**src/rtl/dma_defs.svh**
```systemverilog
// Constants of the eight-channel transfer controller
`ifndef DMA_DEFS_SVH
`define DMA_DEFS_SVH

`define DMA_NUM_CH 8
`define DMA_CH_W 3
`define DMA_NUM_PAIR 10
`define DMA_SEL_LIMIT 4'hA
`define DMA_NUM_FIELD 4
`define DMA_SEL_W 4
`define DMA_IDX_W 16
`define CHANNEL_PRIORITY_W 3
`define DMA_CTRL_W 12
`define DMA_ADR_W 10

`define DMA_ADR_REGION 9:8
`define DMA_ADR_CH 7:5
`define DMA_ADR_WORD 4:2
`define DMA_REGION_CH 2'h0
`define DMA_REGION_GLB 2'h1

`define DMA_REG_SRC 3'h0
`define DMA_REG_DST 3'h1
`define DMA_REG_LEN 3'h2
`define DMA_REG_MATCH 3'h3
`define DMA_REG_CTRL 3'h4
`define DMA_REG_IDX 3'h5
`define DMA_REG_ROUTE 3'h0
`define DMA_REG_FRZ_SET 3'h1
`define DMA_REG_FRZ_CLR 3'h2
`define DMA_REG_STATUS 3'h3

`define DMA_W8 2'h0
`define DMA_W16 2'h1
`define DMA_W32 2'h2

`define DMA_CTRL_RST 12'h000
`define DMA_ROUTE_RST 16'hFFFF
`define DMA_PTR_RST 32'h0000_0000
`define DMA_IDX_RST 16'h0000
`define DMA_IDX_STEP 16'h0001

`endif

```
**src/rtl/dma_pkg.sv**
```systemverilog
// Types shared by the transfer controller files
package dma_pkg;
`include "dma_defs.svh"

   typedef enum {ST_IDLE, ST_READ, ST_WRITE, ST_DONE} state_e;

   typedef struct packed {
      logic fill;
      logic yield;
      logic [`CHANNEL_PRIORITY_W-1:0] prio;
      logic trig;
      logic circ;
      logic dinc;
      logic sinc;
      logic [1:0] width;
      logic on;
   } chan_ctrl_s;

   typedef struct packed {
      logic we;
      logic [1:0] width;
      logic [31:0] addr;
      logic [31:0] wdata;
   } mem_cmd_s;

   typedef logic [`DMA_NUM_CH-1:0][`CHANNEL_PRIORITY_W-1:0] prio_vec_t;
endpackage

```
**src/rtl/dma_arbiter.sv**
```systemverilog
// Priority arbiter for the transfer channels
`timescale 1ns/10ps
`include "dma_defs.svh"
module dma_arbiter (
   input wire logic [`DMA_NUM_CH-1:0] elig_i,
   input wire dma_pkg::prio_vec_t prio_i,
   input wire logic [`DMA_CH_W-1:0] cur_i,
   output logic grant_valid_o,
   output logic [`DMA_CH_W-1:0] grant_idx_o,
   output logic preempt_o
);
   import dma_pkg::*;

   // Highest priority wins, lower channel number wins a tie
   always_comb begin
      logic found;
      logic [`DMA_CH_W-1:0] best;
      logic higher;
      found = 1'b0;
      best = '0;
      higher = 1'b0;
      for (int i = `DMA_NUM_CH - 1; i >= 0; i--) begin
         if (elig_i[i] && (!found || prio_i[i] >= prio_i[best])) begin // see [RQ15]
            found = 1'b1;
            best = `DMA_CH_W'(i);
         end
         if (elig_i[i] && prio_i[i] > prio_i[cur_i]) begin // see [RQ16]
            higher = 1'b1;
         end
      end
      grant_valid_o = found;
      grant_idx_o = best;
      preempt_o = higher;
   end
endmodule // dma_arbiter

```
**src/rtl/dma_controller.sv**
```systemverilog
// Eight-channel transfer controller with Wishbone registers
`timescale 1ns/10ps
`include "dma_defs.svh"
// Notes on behaviour
// [RQ1] Eight independent channels, each optionally paced by a peripheral request.
// [RQ2] Source and destination pointers are full 32-bit words.
// [RQ3] A valid pair selector routes receive to channel x, transmit to y; acks back.
// [RQ4] Equal selector values: the less significant selector field gets the routing.
// [RQ5] Setting the on bit starts a channel; hardware clears it when finished.
// [RQ6] Trigger mode 0 starts at once; mode 1 waits for the routed request.
// [RQ7] Items of 8, 16 or 32 bits are copied source to destination.
// [RQ8] Sixteen-bit index cleared at start, stepped per item, compared with length.
// [RQ9] Address is start plus index shifted by one or two for wider items.
// [RQ10] Cleared increment enable holds that side's address constant.
// [RQ11] Continue while the start condition holds; stop at index equal length.
// [RQ12] Circular restarts from zero, but software-started channels always stop.
// [RQ13] Interrupt when match value equals index, after the item, before stepping.
// [RQ14] Length 0 with match 0 gives one item and one interrupt.
// [RQ15] Highest 3-bit priority is granted; ties go to the lower channel.
// [RQ16] Yield lets a higher requester preempt a software channel; ignored otherwise.
// [RQ17] Fill mode locks the bus, reads once and writes repeatedly.
// [RQ18] Software uses fill mode only for memory initialisation.
// [RQ19] Freeze-set bits suspend channels, freeze-clear bits resume them.
// [RQ20] A running software memory copy finishes before its freeze takes hold.
// [RQ21] Software keeps peripheral clock divider zero for transmit to serial ports.
// [RQ22] No check of channel programming; any setting is executed as given.
// [RQ23] Each item is one bus read then one bus write at the item width; in fill mode only the first item reads.
module dma_controller (
   input wire logic clk_i,
   input wire logic rst_i,
   input wire logic wb_cyc_i,
   input wire logic wb_stb_i,
   input wire logic wb_we_i,
   input wire logic [`DMA_ADR_W-1:0] wb_adr_i,
   input wire logic [3:0] wb_sel_i,
   input wire logic [31:0] wb_dat_i,
   output logic [31:0] wb_dat_o,
   output logic wb_ack_o,
   input wire logic [`DMA_NUM_PAIR-1:0] periph_rx_req_i,
   input wire logic [`DMA_NUM_PAIR-1:0] periph_tx_req_i,
   output logic [`DMA_NUM_PAIR-1:0] periph_rx_ack_o,
   output logic [`DMA_NUM_PAIR-1:0] periph_tx_ack_o,
   output logic mem_req_o,
   output dma_pkg::mem_cmd_s mem_cmd_o,
   input wire logic mem_ack_i,
   input wire logic [31:0] mem_rdata_i,
   output logic mem_lock_o,
   output logic [`DMA_NUM_CH-1:0] irq_o
);
   import dma_pkg::*;

   function automatic logic [31:0] merge_sel(input logic [31:0] old_v, input logic [31:0] new_v,
                                             input logic [3:0] sel);
      logic [31:0] r;
      r = old_v;
      for (int b = 0; b < 4; b++) begin
         if (sel[b]) begin
            r[8*b +: 8] = new_v[8*b +: 8];
         end
      end
      return r;
   endfunction

   function automatic logic [31:0] calc_addr(input logic [31:0] base, input logic [15:0] idx,
                                             input logic [1:0] width, input logic inc);
      logic [31:0] off;
      off = {16'h0000, idx};
      unique case (width)
         `DMA_W8: off = off;
         `DMA_W16: off = off << 1; // see [RQ9]
         default: off = off << 2;
      endcase
      return inc ? base + off : base; // see [RQ10]
   endfunction

   function automatic logic [31:0] item_mask(input logic [31:0] d, input logic [1:0] width);
      logic [31:0] r;
      unique case (width)
         `DMA_W8: r = {24'h000000, d[7:0]}; // see [RQ7]
         `DMA_W16: r = {16'h0000, d[15:0]};
         default: r = d;
      endcase
      return r;
   endfunction

   // Register state
   logic [31:0] src_q [`DMA_NUM_CH];
   logic [31:0] dst_q [`DMA_NUM_CH];
   logic [`DMA_IDX_W-1:0] len_q [`DMA_NUM_CH];
   logic [`DMA_IDX_W-1:0] match_q [`DMA_NUM_CH];
   logic [`DMA_IDX_W-1:0] idx_q [`DMA_NUM_CH];
   chan_ctrl_s ctrl_q [`DMA_NUM_CH]; // see [RQ1]
   logic [`DMA_NUM_FIELD*`DMA_SEL_W-1:0] route_q;
   logic [`DMA_NUM_CH-1:0] frozen_q;
   logic wb_ack_q;
   logic [31:0] wb_dat_q;
   state_e state_q, state_d;
   logic [`DMA_CH_W-1:0] cur_q;
   mem_cmd_s cmd_q, cmd_d;
   logic [`DMA_NUM_CH-1:0] ack_q;
   logic [`DMA_NUM_CH-1:0] irq_q;

   // Bus decode
   wire logic wb_req = wb_cyc_i & wb_stb_i;
   wire logic wr_stb = wb_req & wb_we_i & wb_ack_q;
   wire logic in_ch = wb_adr_i[`DMA_ADR_REGION] == `DMA_REGION_CH;
   wire logic in_glb = wb_adr_i[`DMA_ADR_REGION] == `DMA_REGION_GLB;
   wire logic [`DMA_CH_W-1:0] wch = wb_adr_i[`DMA_ADR_CH];
   wire logic [2:0] wrd = wb_adr_i[`DMA_ADR_WORD];
   wire logic wr_ch = wr_stb & in_ch;
   wire logic wr_glb = wr_stb & in_glb;
   wire logic wr_ctrl = wr_ch & (wrd == `DMA_REG_CTRL);
   wire logic [31:0] ctrl_new = merge_sel({20'h00000, ctrl_q[wch]}, wb_dat_i, wb_sel_i);
   wire logic [31:0] frz_set = merge_sel(32'h0, wb_dat_i, wb_sel_i);
   wire logic [31:0] len_new = merge_sel({16'h0000, len_q[wch]}, wb_dat_i, wb_sel_i);
   wire logic [31:0] match_new = merge_sel({16'h0000, match_q[wch]}, wb_dat_i, wb_sel_i);
   wire logic [31:0] route_new = merge_sel({16'h0000, route_q}, wb_dat_i, wb_sel_i);

   // Request routing
   logic [`DMA_SEL_W-1:0] sel_f [`DMA_NUM_FIELD];
   logic [`DMA_NUM_CH-1:0] chan_dreq;
   always_comb begin
      logic ok;
      chan_dreq = '0;
      periph_rx_ack_o = '0;
      periph_tx_ack_o = '0;
      ok = 1'b0;
      for (int k = 0; k < `DMA_NUM_FIELD; k++) begin
         sel_f[k] = route_q[k*`DMA_SEL_W +: `DMA_SEL_W];
         ok = sel_f[k] < `DMA_SEL_LIMIT;
         for (int j = 0; j < k; j++) begin
            if (sel_f[j] == sel_f[k]) begin
               ok = 1'b0; // see [RQ4]
            end
         end
         if (ok) begin
            chan_dreq[2*k] = periph_rx_req_i[sel_f[k]]; // see [RQ3]
            chan_dreq[2*k+1] = periph_tx_req_i[sel_f[k]];
            periph_rx_ack_o[sel_f[k]] = ack_q[2*k];
            periph_tx_ack_o[sel_f[k]] = ack_q[2*k+1];
         end
      end
   end

   // Arbitration
   logic [`DMA_NUM_CH-1:0] elig;
   prio_vec_t prio_vec;
   logic grant_valid;
   logic [`DMA_CH_W-1:0] grant_idx;
   logic preempt;
   always_comb begin
      for (int i = 0; i < `DMA_NUM_CH; i++) begin
         prio_vec[i] = ctrl_q[i].prio;
         elig[i] = ctrl_q[i].on & ~frozen_q[i] & (~ctrl_q[i].trig | chan_dreq[i]); // see [RQ6]
      end
   end

   dma_arbiter u_arb (
      .elig_i(elig),
      .prio_i(prio_vec),
      .cur_i(cur_q),
      .grant_valid_o(grant_valid),
      .grant_idx_o(grant_idx),
      .preempt_o(preempt)
   );

   // Engine decode
   wire chan_ctrl_s cc = ctrl_q[cur_q];
   wire chan_ctrl_s gc = ctrl_q[grant_idx];
   wire logic [`DMA_IDX_W-1:0] cidx = idx_q[cur_q];
   wire logic last_item = cidx == len_q[cur_q]; // see [RQ11] [RQ14]
   wire logic wrap = last_item & cc.circ & cc.trig; // see [RQ12]
   wire logic finish = (last_item & ~wrap) | ~cc.on;
   wire logic [`DMA_IDX_W-1:0] nidx = last_item ? `DMA_IDX_RST : cidx + `DMA_IDX_STEP;
   wire logic item_done = (state_q == ST_WRITE) & mem_ack_i;
   wire logic irq_hit = item_done & (match_q[cur_q] == cidx);

   always_comb begin
      state_d = state_q;
      cmd_d = cmd_q;
      unique case (state_q)
         ST_IDLE: begin
            if (grant_valid) begin
               state_d = ST_READ;
               cmd_d = '{we: 1'b0, width: gc.width, wdata: 32'h0,
                         addr: calc_addr(src_q[grant_idx], idx_q[grant_idx], gc.width, gc.sinc)};
            end
         end
         ST_READ: begin
            if (mem_ack_i) begin
               state_d = ST_WRITE; // see [RQ23]
               cmd_d.we = 1'b1;
               cmd_d.wdata = item_mask(mem_rdata_i, cc.width);
               cmd_d.addr = calc_addr(dst_q[cur_q], cidx, cc.width, cc.dinc);
            end
         end
         ST_WRITE: begin
            if (mem_ack_i) begin
               if (finish) begin
                  state_d = ST_DONE; // see [RQ11]
               end else if (cc.fill) begin
                  state_d = ST_WRITE; // see [RQ17]
                  cmd_d.addr = calc_addr(dst_q[cur_q], nidx, cc.width, cc.dinc);
               end else if (~cc.trig & ~(cc.yield & preempt)) begin
                  state_d = ST_READ; // see [RQ16] [RQ20]
                  cmd_d.we = 1'b0;
                  cmd_d.addr = calc_addr(src_q[cur_q], nidx, cc.width, cc.sinc);
               end else begin
                  state_d = ST_DONE;
               end
            end
         end
         ST_DONE: state_d = ST_IDLE;
      endcase
   end

   assign mem_req_o = (state_q == ST_READ) | (state_q == ST_WRITE);
   assign mem_cmd_o = cmd_q;
   assign mem_lock_o = mem_req_o & cc.fill; // see [RQ17]
   assign irq_o = irq_q;
   assign wb_ack_o = wb_ack_q;
   assign wb_dat_o = wb_dat_q;

   always_ff @(posedge clk_i) begin
      if (rst_i) begin
         state_q <= ST_IDLE;
         cur_q <= '0;
         cmd_q <= '0;
         ack_q <= '0;
         irq_q <= '0;
      end else begin
         state_q <= state_d;
         cmd_q <= cmd_d;
         if (state_q == ST_IDLE && grant_valid) begin
            cur_q <= grant_idx;
         end
         ack_q <= '0;
         irq_q <= '0;
         ack_q[cur_q] <= item_done & cc.trig; // see [RQ3]
         irq_q[cur_q] <= irq_hit; // see [RQ13]
      end
   end

   logic [31:0] rd_data;

   // Bus slave: answer one cycle after the request, write at the ack edge
   always_comb begin
      logic [31:0] rd;
      rd = 32'h0;
      if (in_ch) begin
         unique case (wrd)
            `DMA_REG_SRC: rd = src_q[wch];
            `DMA_REG_DST: rd = dst_q[wch];
            `DMA_REG_LEN: rd = {16'h0000, len_q[wch]};
            `DMA_REG_MATCH: rd = {16'h0000, match_q[wch]};
            `DMA_REG_CTRL: rd = {20'h00000, ctrl_q[wch]};
            `DMA_REG_IDX: rd = {16'h0000, idx_q[wch]};
            default: rd = 32'h0;
         endcase
      end else if (in_glb) begin
         unique case (wrd)
            `DMA_REG_ROUTE: rd = {16'h0000, route_q};
            `DMA_REG_STATUS: begin
               rd[`DMA_NUM_CH-1:0] = {ctrl_q[7].on, ctrl_q[6].on, ctrl_q[5].on, ctrl_q[4].on,
                                      ctrl_q[3].on, ctrl_q[2].on, ctrl_q[1].on, ctrl_q[0].on};
               rd[2*`DMA_NUM_CH-1:`DMA_NUM_CH] = frozen_q;
               rd[2*`DMA_NUM_CH] = mem_req_o;
               rd[2*`DMA_NUM_CH+`DMA_CH_W:2*`DMA_NUM_CH+1] = cur_q;
            end
            default: rd = 32'h0;
         endcase
      end
      rd_data = rd;
   end

   always_ff @(posedge clk_i) begin
      if (rst_i) begin
         wb_ack_q <= 1'b0;
         wb_dat_q <= 32'h0;
      end else begin
         wb_ack_q <= wb_req & ~wb_ack_q;
         wb_dat_q <= rd_data;
      end
   end

   // Pointer, length and match registers
   always_ff @(posedge clk_i) begin
      if (rst_i) begin
         for (int i = 0; i < `DMA_NUM_CH; i++) begin
            src_q[i] <= `DMA_PTR_RST;
            dst_q[i] <= `DMA_PTR_RST;
            len_q[i] <= `DMA_IDX_RST;
            match_q[i] <= `DMA_IDX_RST;
         end
      end else if (wr_ch) begin
         unique case (wrd)
            `DMA_REG_SRC: src_q[wch] <= merge_sel(src_q[wch], wb_dat_i, wb_sel_i); // see [RQ2]
            `DMA_REG_DST: dst_q[wch] <= merge_sel(dst_q[wch], wb_dat_i, wb_sel_i);
            `DMA_REG_LEN: len_q[wch] <= len_new[`DMA_IDX_W-1:0];
            `DMA_REG_MATCH: match_q[wch] <= match_new[`DMA_IDX_W-1:0];
            default: ;
         endcase
      end
   end

   // Control, index, routing and freeze; a software write wins over the engine
   always_ff @(posedge clk_i) begin
      if (rst_i) begin
         for (int i = 0; i < `DMA_NUM_CH; i++) begin
            ctrl_q[i] <= chan_ctrl_s'(`DMA_CTRL_RST);
            idx_q[i] <= `DMA_IDX_RST;
         end
         route_q <= `DMA_ROUTE_RST;
         frozen_q <= '0;
      end else begin
         if (item_done) begin
            idx_q[cur_q] <= nidx; // see [RQ8] [RQ12]
            if (finish) begin
               ctrl_q[cur_q].on <= 1'b0; // see [RQ5] [RQ11]
            end
         end
         if (wr_ctrl) begin
            ctrl_q[wch] <= chan_ctrl_s'(ctrl_new[`DMA_CTRL_W-1:0]); // see [RQ22]
            if (ctrl_new[0] & ~ctrl_q[wch].on) begin
               idx_q[wch] <= `DMA_IDX_RST; // see [RQ8]
            end
         end
         if (wr_glb && wrd == `DMA_REG_ROUTE) begin
            route_q <= route_new[`DMA_NUM_FIELD*`DMA_SEL_W-1:0];
         end
         if (wr_glb && wrd == `DMA_REG_FRZ_SET) begin
            frozen_q <= frozen_q | frz_set[`DMA_NUM_CH-1:0]; // see [RQ19]
         end
         if (wr_glb && wrd == `DMA_REG_FRZ_CLR) begin
            frozen_q <= frozen_q & ~frz_set[`DMA_NUM_CH-1:0]; // see [RQ19]
         end
      end
   end
endmodule // dma_controller

```
**config.mk**
```make
export PLATFORM = sky130hd
export DESIGN_NAME = dma_controller
export DESIGN_NICKNAME = d
export VERILOG_FILES = /design/src/rtl/dma_pkg.sv /design/src/rtl/dma_arbiter.sv /design/src/rtl/dma_controller.sv
export VERILOG_INCLUDE_DIRS = /design/src /design/src/rtl
export SDC_FILE = /design/constraint.sdc
export NUM_CORES = 2
export LEC_CHECK = 0
export ABC_AREA = 0
export BUFFER_PORTS_ARGS = -buffer_cell sky130_fd_sc_hd__buf_4
export CAP_MARGIN = 20
export CORE_MARGIN = 2
export CORE_UTILIZATION = 45
export CTS_CLUSTER_SIZE = 20
export DETAILED_ROUTE_END_ITERATION = 8
export MAX_ROUTING_LAYER = met4
export SLEW_MARGIN = 5
export SYNTH_ARGS = -nofsm -noshare
export SYNTH_HDL_FRONTEND = slang
export SYNTH_HIERARCHICAL = 1
export SYNTH_SLANG_ARGS = --single-unit
```
**constraint.sdc**
```tcl
create_clock -name clk_i -period 17.2 [get_ports clk_i]
set_input_delay 0.86 -clock clk_i [delete_from_list [all_inputs] [get_ports clk_i]]
set_output_delay 0.86 -clock clk_i [all_outputs]
set_load 0.01 [all_outputs]
```
Word level (Yosys, flattened, before mapping)
Memory sizes are Yosys's and may differ from the RTL's. A register that Yosys moved wholly into a read port is not among the register bits.
Cells that the tools add are included.
W data, S select, Z words.

storage, ports and cells
  logic and storage cells = 468
  register bits after elaboration = 175
  memories kept = 6
  output and inout bits = 130
  bits in writable memories = 992

operators by class
  reduce and logical (&&, ||, !) cells = 62
  bitwise operators = 72
  magnitude comparators = 36
  add/sub/neg operators = 5
  equal/unequal tests = 28
  mux-type cells = 246

memories
  memory   depth  width  read ports  clocked after memory_dff  wr ports  line                  RTL
  dst_q    8      32     2           1                         8         dma_controller.sv:88  logic [31:0] dst_q [`DMA_NUM_CH];
  src_q    8      32     3           1                         8         dma_controller.sv:87  logic [31:0] src_q [`DMA_NUM_CH];
  idx_q    8      16     3           1                         8         dma_controller.sv:91  logic [`DMA_IDX_W-1:0] idx_q [`DMA_NUM_CH];
  len_q    8      16     2           1                         8         dma_controller.sv:89  logic [`DMA_IDX_W-1:0] len_q [`DMA_NUM_CH];
  match_q  8      16     2           1                         8         dma_controller.sv:90  logic [`DMA_IDX_W-1:0] match_q [`DMA_NUM_CH];
  ctrl_q   8      12     11          1                         8         dma_controller.sv:92  chan_ctrl_s ctrl_q [`DMA_NUM_CH];

operators with widths
  cell                   number
  $mux W32               29
  $mux W8                40
  $pmux W32 S6           1
  $add A32 B32 Y32       4
  $pmux W32 S2           2
  $pmux W32 S4           1
  $mux W3                36
  $pmux W18 S2           3
  $eq A32 B2 Y1 const B  3
  $pmux W32 S3           1
  $mux W10               8
  $mux W16               5
  $mux W1                79
  $bmux W3 S3            8
  $mux W67               1
  $logic_not A32 Y1      2
  $mux W64               1
  $reduce_or A16 Y1      4
  $reduce_or A32 Y1      2
  $bwmux W10             6
  $pmux W20 S2           1
  $and A1 B1 Y1          33
  $bmux W1 S4            8
  $eq A16 B16 Y1         2
  other kinds (42)       169

Logic depth before layout (Yosys ltp)
An unclocked memory read counts as a cell.

  word-level depth = 59
  mapped depth = 93
  gate-level depth less buffers = 84

Hierarchy
Netlist, hierarchy kept.

modules (own cells, without submodules)
  module          cells each  area an instance (µm²)  sequential area each (µm²)  instances
  dma_controller  6418        67279.5                 31470.2                     1
  dma_arbiter     303         2323.5                  0.0                         1

Least setup slack after synthesis
Ideal clock, no wire load.

  kind = reg2reg
  start = reg route_q[12]
  end = reg cmd_q (netlist bit mem_cmd_o[58])
  clock period less this slack = 16959 ps
  slack = 241 ps
  data required time = 17074 ps
  arrival time = 16833 ps
  stages on the path, launching flop included = 91
  cells stage by stage = dfxtp_1 buf_1 mux4_2 mux2i_1 o22a_1 o21ai_0 and3b_1 buf_6 nand2_1 o21ai_0 ha_1 nand2b_1 a21oi_1 a21o_1 nor2_1 a21oi_1 a21oi_1 ha_1 [55 not listed] mux2i_1 clkbuf_1 nand2_1 nor2_1 ha_1 inv_1 fa_1 nor2b_1 o31a_1 o211ai_1 a31oi_1 o211ai_1 nor3_1 xnor2_1 a211oi_1 a21oi_1 a41oi_1 o21ai_0

on the way
  longest elaborated chain between the ends = 59
  elaborated cells between the ends (all ways) = 102

ends and longest elaborated chain
  element                                                        line                   RTL
  from (decl)                                                    dma_controller.sv:93   logic [`DMA_NUM_FIELD*`DMA_SEL_W-1:0] route_q;
  from (signal assigned)                                         dma_controller.sv:313  route_q <= `DMA_ROUTE_RST;
  from (signal assigned)                                         dma_controller.sv:329  route_q <= route_new[`DMA_NUM_FIELD*`DMA_SEL_W-1:0];
  $lt A4 B4 Y1 (no source line) or $eq A4 B4 Y1 (tied branches)  --
  $mux W1 (3 in a row)                                           dma_controller.sv:132  if (sel_f[j] == sel_f[k]) begin
  $mux W2 *                                                      dma_controller.sv:136  if (ok) begin
  $or A1 B1 Y1 *                                                 dma_controller.sv:154  elig[i] = ctrl_q[i].on & ~frozen_q[i] & (~ctrl_q[i].trig | chan_dreq[i]);
  $and A1 B1 Y1 *                                                dma_controller.sv:154
  net elig[7]                                                    dma_controller.sv:146  logic [`DMA_NUM_CH-1:0] elig;
  $mux W3                                                        dma_arbiter.sv:23      if (elig_i[i] && (!found || prio_i[i] >= prio_i[best])) begin
  $bmux W3 S3                                                    dma_arbiter.sv:23
  [41 not listed]                                                --
  net grant_idx[0]                                               dma_controller.sv:149  logic [`DMA_CH_W-1:0] grant_idx;
  [1 not listed]                                                 --
  $eq A2 B1 Y1 or $logic_not A2 Y1 (tied branches)               dma_controller.sv:68   unique case (width)
  $pmux W18 S2                                                   dma_controller.sv:68
  $mux W32                                                       dma_controller.sv:183  if (grant_valid) begin
  $mux W32                                                       dma_controller.sv:181  unique case (state_q)
  $add A32 B32 Y32                                               dma_controller.sv:73   return inc ? base + off : base;
  $mux W32 *                                                     dma_controller.sv:73
  $mux W67 *                                                     dma_controller.sv:183
  $pmux W32 S3 *                                                 dma_controller.sv:181
  to (signal assigned)                                           dma_controller.sv:233  cmd_q <= cmd_d;
  to (decl)                                                      dma_controller.sv:99   mem_cmd_s cmd_q, cmd_d;

The timed path passes the listed nets; every way through them passes the cells marked *. The select of a mux whose other input is x is not followed.
A chain may end at the register's enable or synchronous reset.

Worst setup path in the final report
  start = reg route_q[12]
  end = reg cmd_q (netlist bit mem_cmd_o[55])

Same word-level chain as after synthesis.

==> impl_metrics.env <==
export IMPL_syn_to_final_growth_pct=12.2
export IMPL_ys_types=113
export IMPL_synth_warnings=6
export IMPL_drive_gt1_share_pct=16.9
export IMPL_path_max_fanout=49
export IMPL_holdBufCountCts=0
export IMPL_synth_fp_nets=6949
export IMPL_drt_pass1_iter_count=7
export IMPL_die_area_sq_um=158000
export IMPL_overflow=0
export IMPL_slowest_delay_ns=0.54
export IMPL_die_w_um=397
export IMPL_vias_per_cell=6.86
export IMPL_setup_viol=0
export IMPL_antenna_found_initial=16
export IMPL_grt_max_degree=138
export IMPL_slowest_stage="mux4_2"
export IMPL_cts_sinks=1140
export IMPL_netlist_instances=6721
export IMPL_final_cell_mix="nor2_1 (1,242), edfxtp_1 (864), a22oi_1 (570), nand2_1 (491), buf_4 (430)"
export IMPL_fin_nets=7025
export IMPL_setup_ws_ns=0.927
export IMPL_grtUsageTotal_pct=38.0
export IMPL_clockBufferDepth=3
export IMPL_powerDensity_nw_per_um2=109
export IMPL_criticalPathCategory="reg2reg"
export IMPL_start_kind="flop"
export IMPL_crit_required_ns=17.90
export IMPL_finClkSkew_ns=0.0412
export IMPL_status="finished clean"
export IMPL_synth_edf_count=864
export IMPL_worst_slew_pin_slew_ns=1.27
export IMPL_irDropWorstVdd_mv=0.0828
export IMPL_routed_via_count=61600
export IMPL_clk_latency_ns=0.79
export IMPL_place_hpwl_um=199000
export IMPL_cp_end_kind="flop"
export IMPL_ys_seq_area_share_pct=45.2
export IMPL_synthFlopType="edfxtp_1"
export IMPL_relSlewSlack_pct=15.6
export IMPL_yosys_area_top_type_share_pct=37.3
export IMPL_totalPowerFinal_mw=8.53
export IMPL_cts_tree="built"
export IMPL_fp_row_count=144
export IMPL_numCtsBuffers=121
export IMPL_dp_worst_setup_slack_ns=-0.189
export IMPL_finalWeightedCongestion=1.01
export IMPL_core_area_sq_um=154000
export IMPL_die_h_um=397
export IMPL_synth_async_reset_ratio_pct=0
export IMPL_p_leak_nw=28.5
export IMPL_drcViolationCount=0
export IMPL_hp_class="in2reg"
export IMPL_finalMaxSlewViolations=0
export IMPL_boundaryPins=234
export IMPL_postSynthAreaPerCell_sq_um=10.4
export IMPL_grt_pass1_vias=58200
export IMPL_routed_wl_um=300000
export IMPL_netlist_area_sq_um=69600
export IMPL_yosysTopAreaCell="edfxtp_1"
export IMPL_postRouteAntennaNets=0
export IMPL_io_buffers=231
export IMPL_post_route_period_util_pct=94.6
export IMPL_hold_viol_final=0
export IMPL_fin_tns_setup_ns=0
export IMPL_yosys_register_bits=1140
export IMPL_nFillCells=13800
export IMPL_cap_violations=0
export IMPL_synth_area_top_cells="edfxtp_1 (37%), mux4_2 (11%), dfxtp_1 (7.9%), nor2_1 (6.7%), a22oi_1 (6.1%)"
export IMPL_cts_root_buf="clkbuf_16"
export IMPL_cts_clk_slew_worst_paths_ns=0.07
export IMPL_h_tree_depth=3
export IMPL_grt_pass1_wl_um=421000
export IMPL_initial_utilization_pct=45.2
export IMPL_drt_iter0_drc=9992
export IMPL_finalCriticalPeriod_ns=16.27
export IMPL_arrival_ns=16.98
export IMPL_wl_per_cell_um=33.5
export IMPL_fmax_mhz=61.5
export IMPL_final_common_cell="nor2_1"
export IMPL_fin_util_pct=50.8
## critical path: cells and delay by family, from the launching register on
kind,cells,cell delay (ns)
compound gates,38,6.51
xor+xnor,1,0.21
fa+ha+maj,8,2.31
buf+inv,11,2.32
flops,1,0.44
mux,6,1.77
simple gates,16,2.54
## registers in the layout (all words and copies together) (netlist names), named ones only
name       count
ack_q          8
ctrl_q        96
cur_q          3
dst_q        256
idx_q        128
irq_o          8
len_q        128
match_q      128
mem_cmd_o     67
route_q       16
src_q        256
state_q        2
wb_ack_o       1
wb_dat_o      32
## report_power, final
| part | switching, mW | internal, mW | leakage, nW |
|---|---|---|---|
| logic | 1.72 | 0.934 | 15.3 |
| clock network | 1.17 | 1.49 | 1.94 |
| registers | 0.140 | 3.07 | 11.2 |
## layout make-up
cell class | count | area, sq um | area share, %
tap | 2044 | 2560 | 3.27
timing repair buffer | 461 | 3810 | 4.88
clock inverter | 63 | 632 | 0.809
multi-input combinational | 5001 | 36000 | 46.0
sequential | 1140 | 31500 | 40.3
antenna | 24 | 60.1 | 0.0769
clock buffer | 168 | 3330 | 4.27
inverter | 72 | 278 | 0.356
## metal layers
layer / routed length, um / track usage (%) / up-vias / part of all wire [%]
met2: 130000 / 54.9 / 4640 / 43
met5: 0 / - / - / 0
met3: 43600 / 12.2 / 906 / 15
met4: 18600 / 20.4 / 0 / 6.2
li1: - / - / 25700 / -
met1: 109000 / 47.4 / 30300 / 36
## final timing paths
kind                from             to  slack (ns)  cells after the start
max          route_q[12]  mem_cmd_o[55]        0.93                     80
min          wb_dat_i[8]     route_q[8]        0.33                      3
max reg2reg  route_q[12]  mem_cmd_o[55]        0.93                     80
min reg2reg     wb_ack_o       wb_ack_o        0.45                      1
## cells in the mapped netlist, types with 35 or more instances
library cell	count
nor2_1	1248
edfxtp_1	864
a22oi_1	570
nand2_1	508
clkbuf_1	360
mux4_2	337
a21oi_1	285
dfxtp_1	276
mux2i_1	170
o21ai_0	161
nand3_1	152
nand4_1	148
xor2_1	130
ha_1	122
nor3_1	119
o21ai_1	117
xnor2_1	106
a31oi_1	92
nand2b_1	71
inv_1	65
and3_1	59
buf_1	59
a21o_1	53
mux2_2	45
buf_2	40
nor2b_1	37
a221oi_1	35
## what timing repair did
item                                    in CTS  in global routing
pin swaps                                    0                 15
gates resized for setup                      1                 36
setup buffers                                0                 25
gates cloned                                 0                  3
endpoints found under the setup margin       3                 30
## logic make-up after synthesis
group / after synthesis / synth area share (%)
AOI/OAI and AO/OA: 1571 / 15.2
DFF: 1140 / 45.2
and+or+nand+nor: 2497 / 15.9
adders and majority gates: 124 / 2.25
muxes: 571 / 14.7
buffers and inverters: 581 / 3.74
xor gates and xnor gates: 237 / 2.99
## metrics by stage
| step | hold slack (ns) | instances | instance area (sq um) |
|---|---|---|---|
| 2_1_floorplan | 0.467 | 6721 | 69600 |
| 3_3_place_gp | 0.434 | 8672 | 73400 |
| 3_5_place_dp | 0.451 | 8681 | 73600 |
| 4_1_cts | 0.300 | 8912 | 77500 |
| 5_1_grt | 0.346 | 8966 | 78100 |
| 6_report | 0.332 | 8973 | 78100 |
Power figures use the tool's default switching activity.
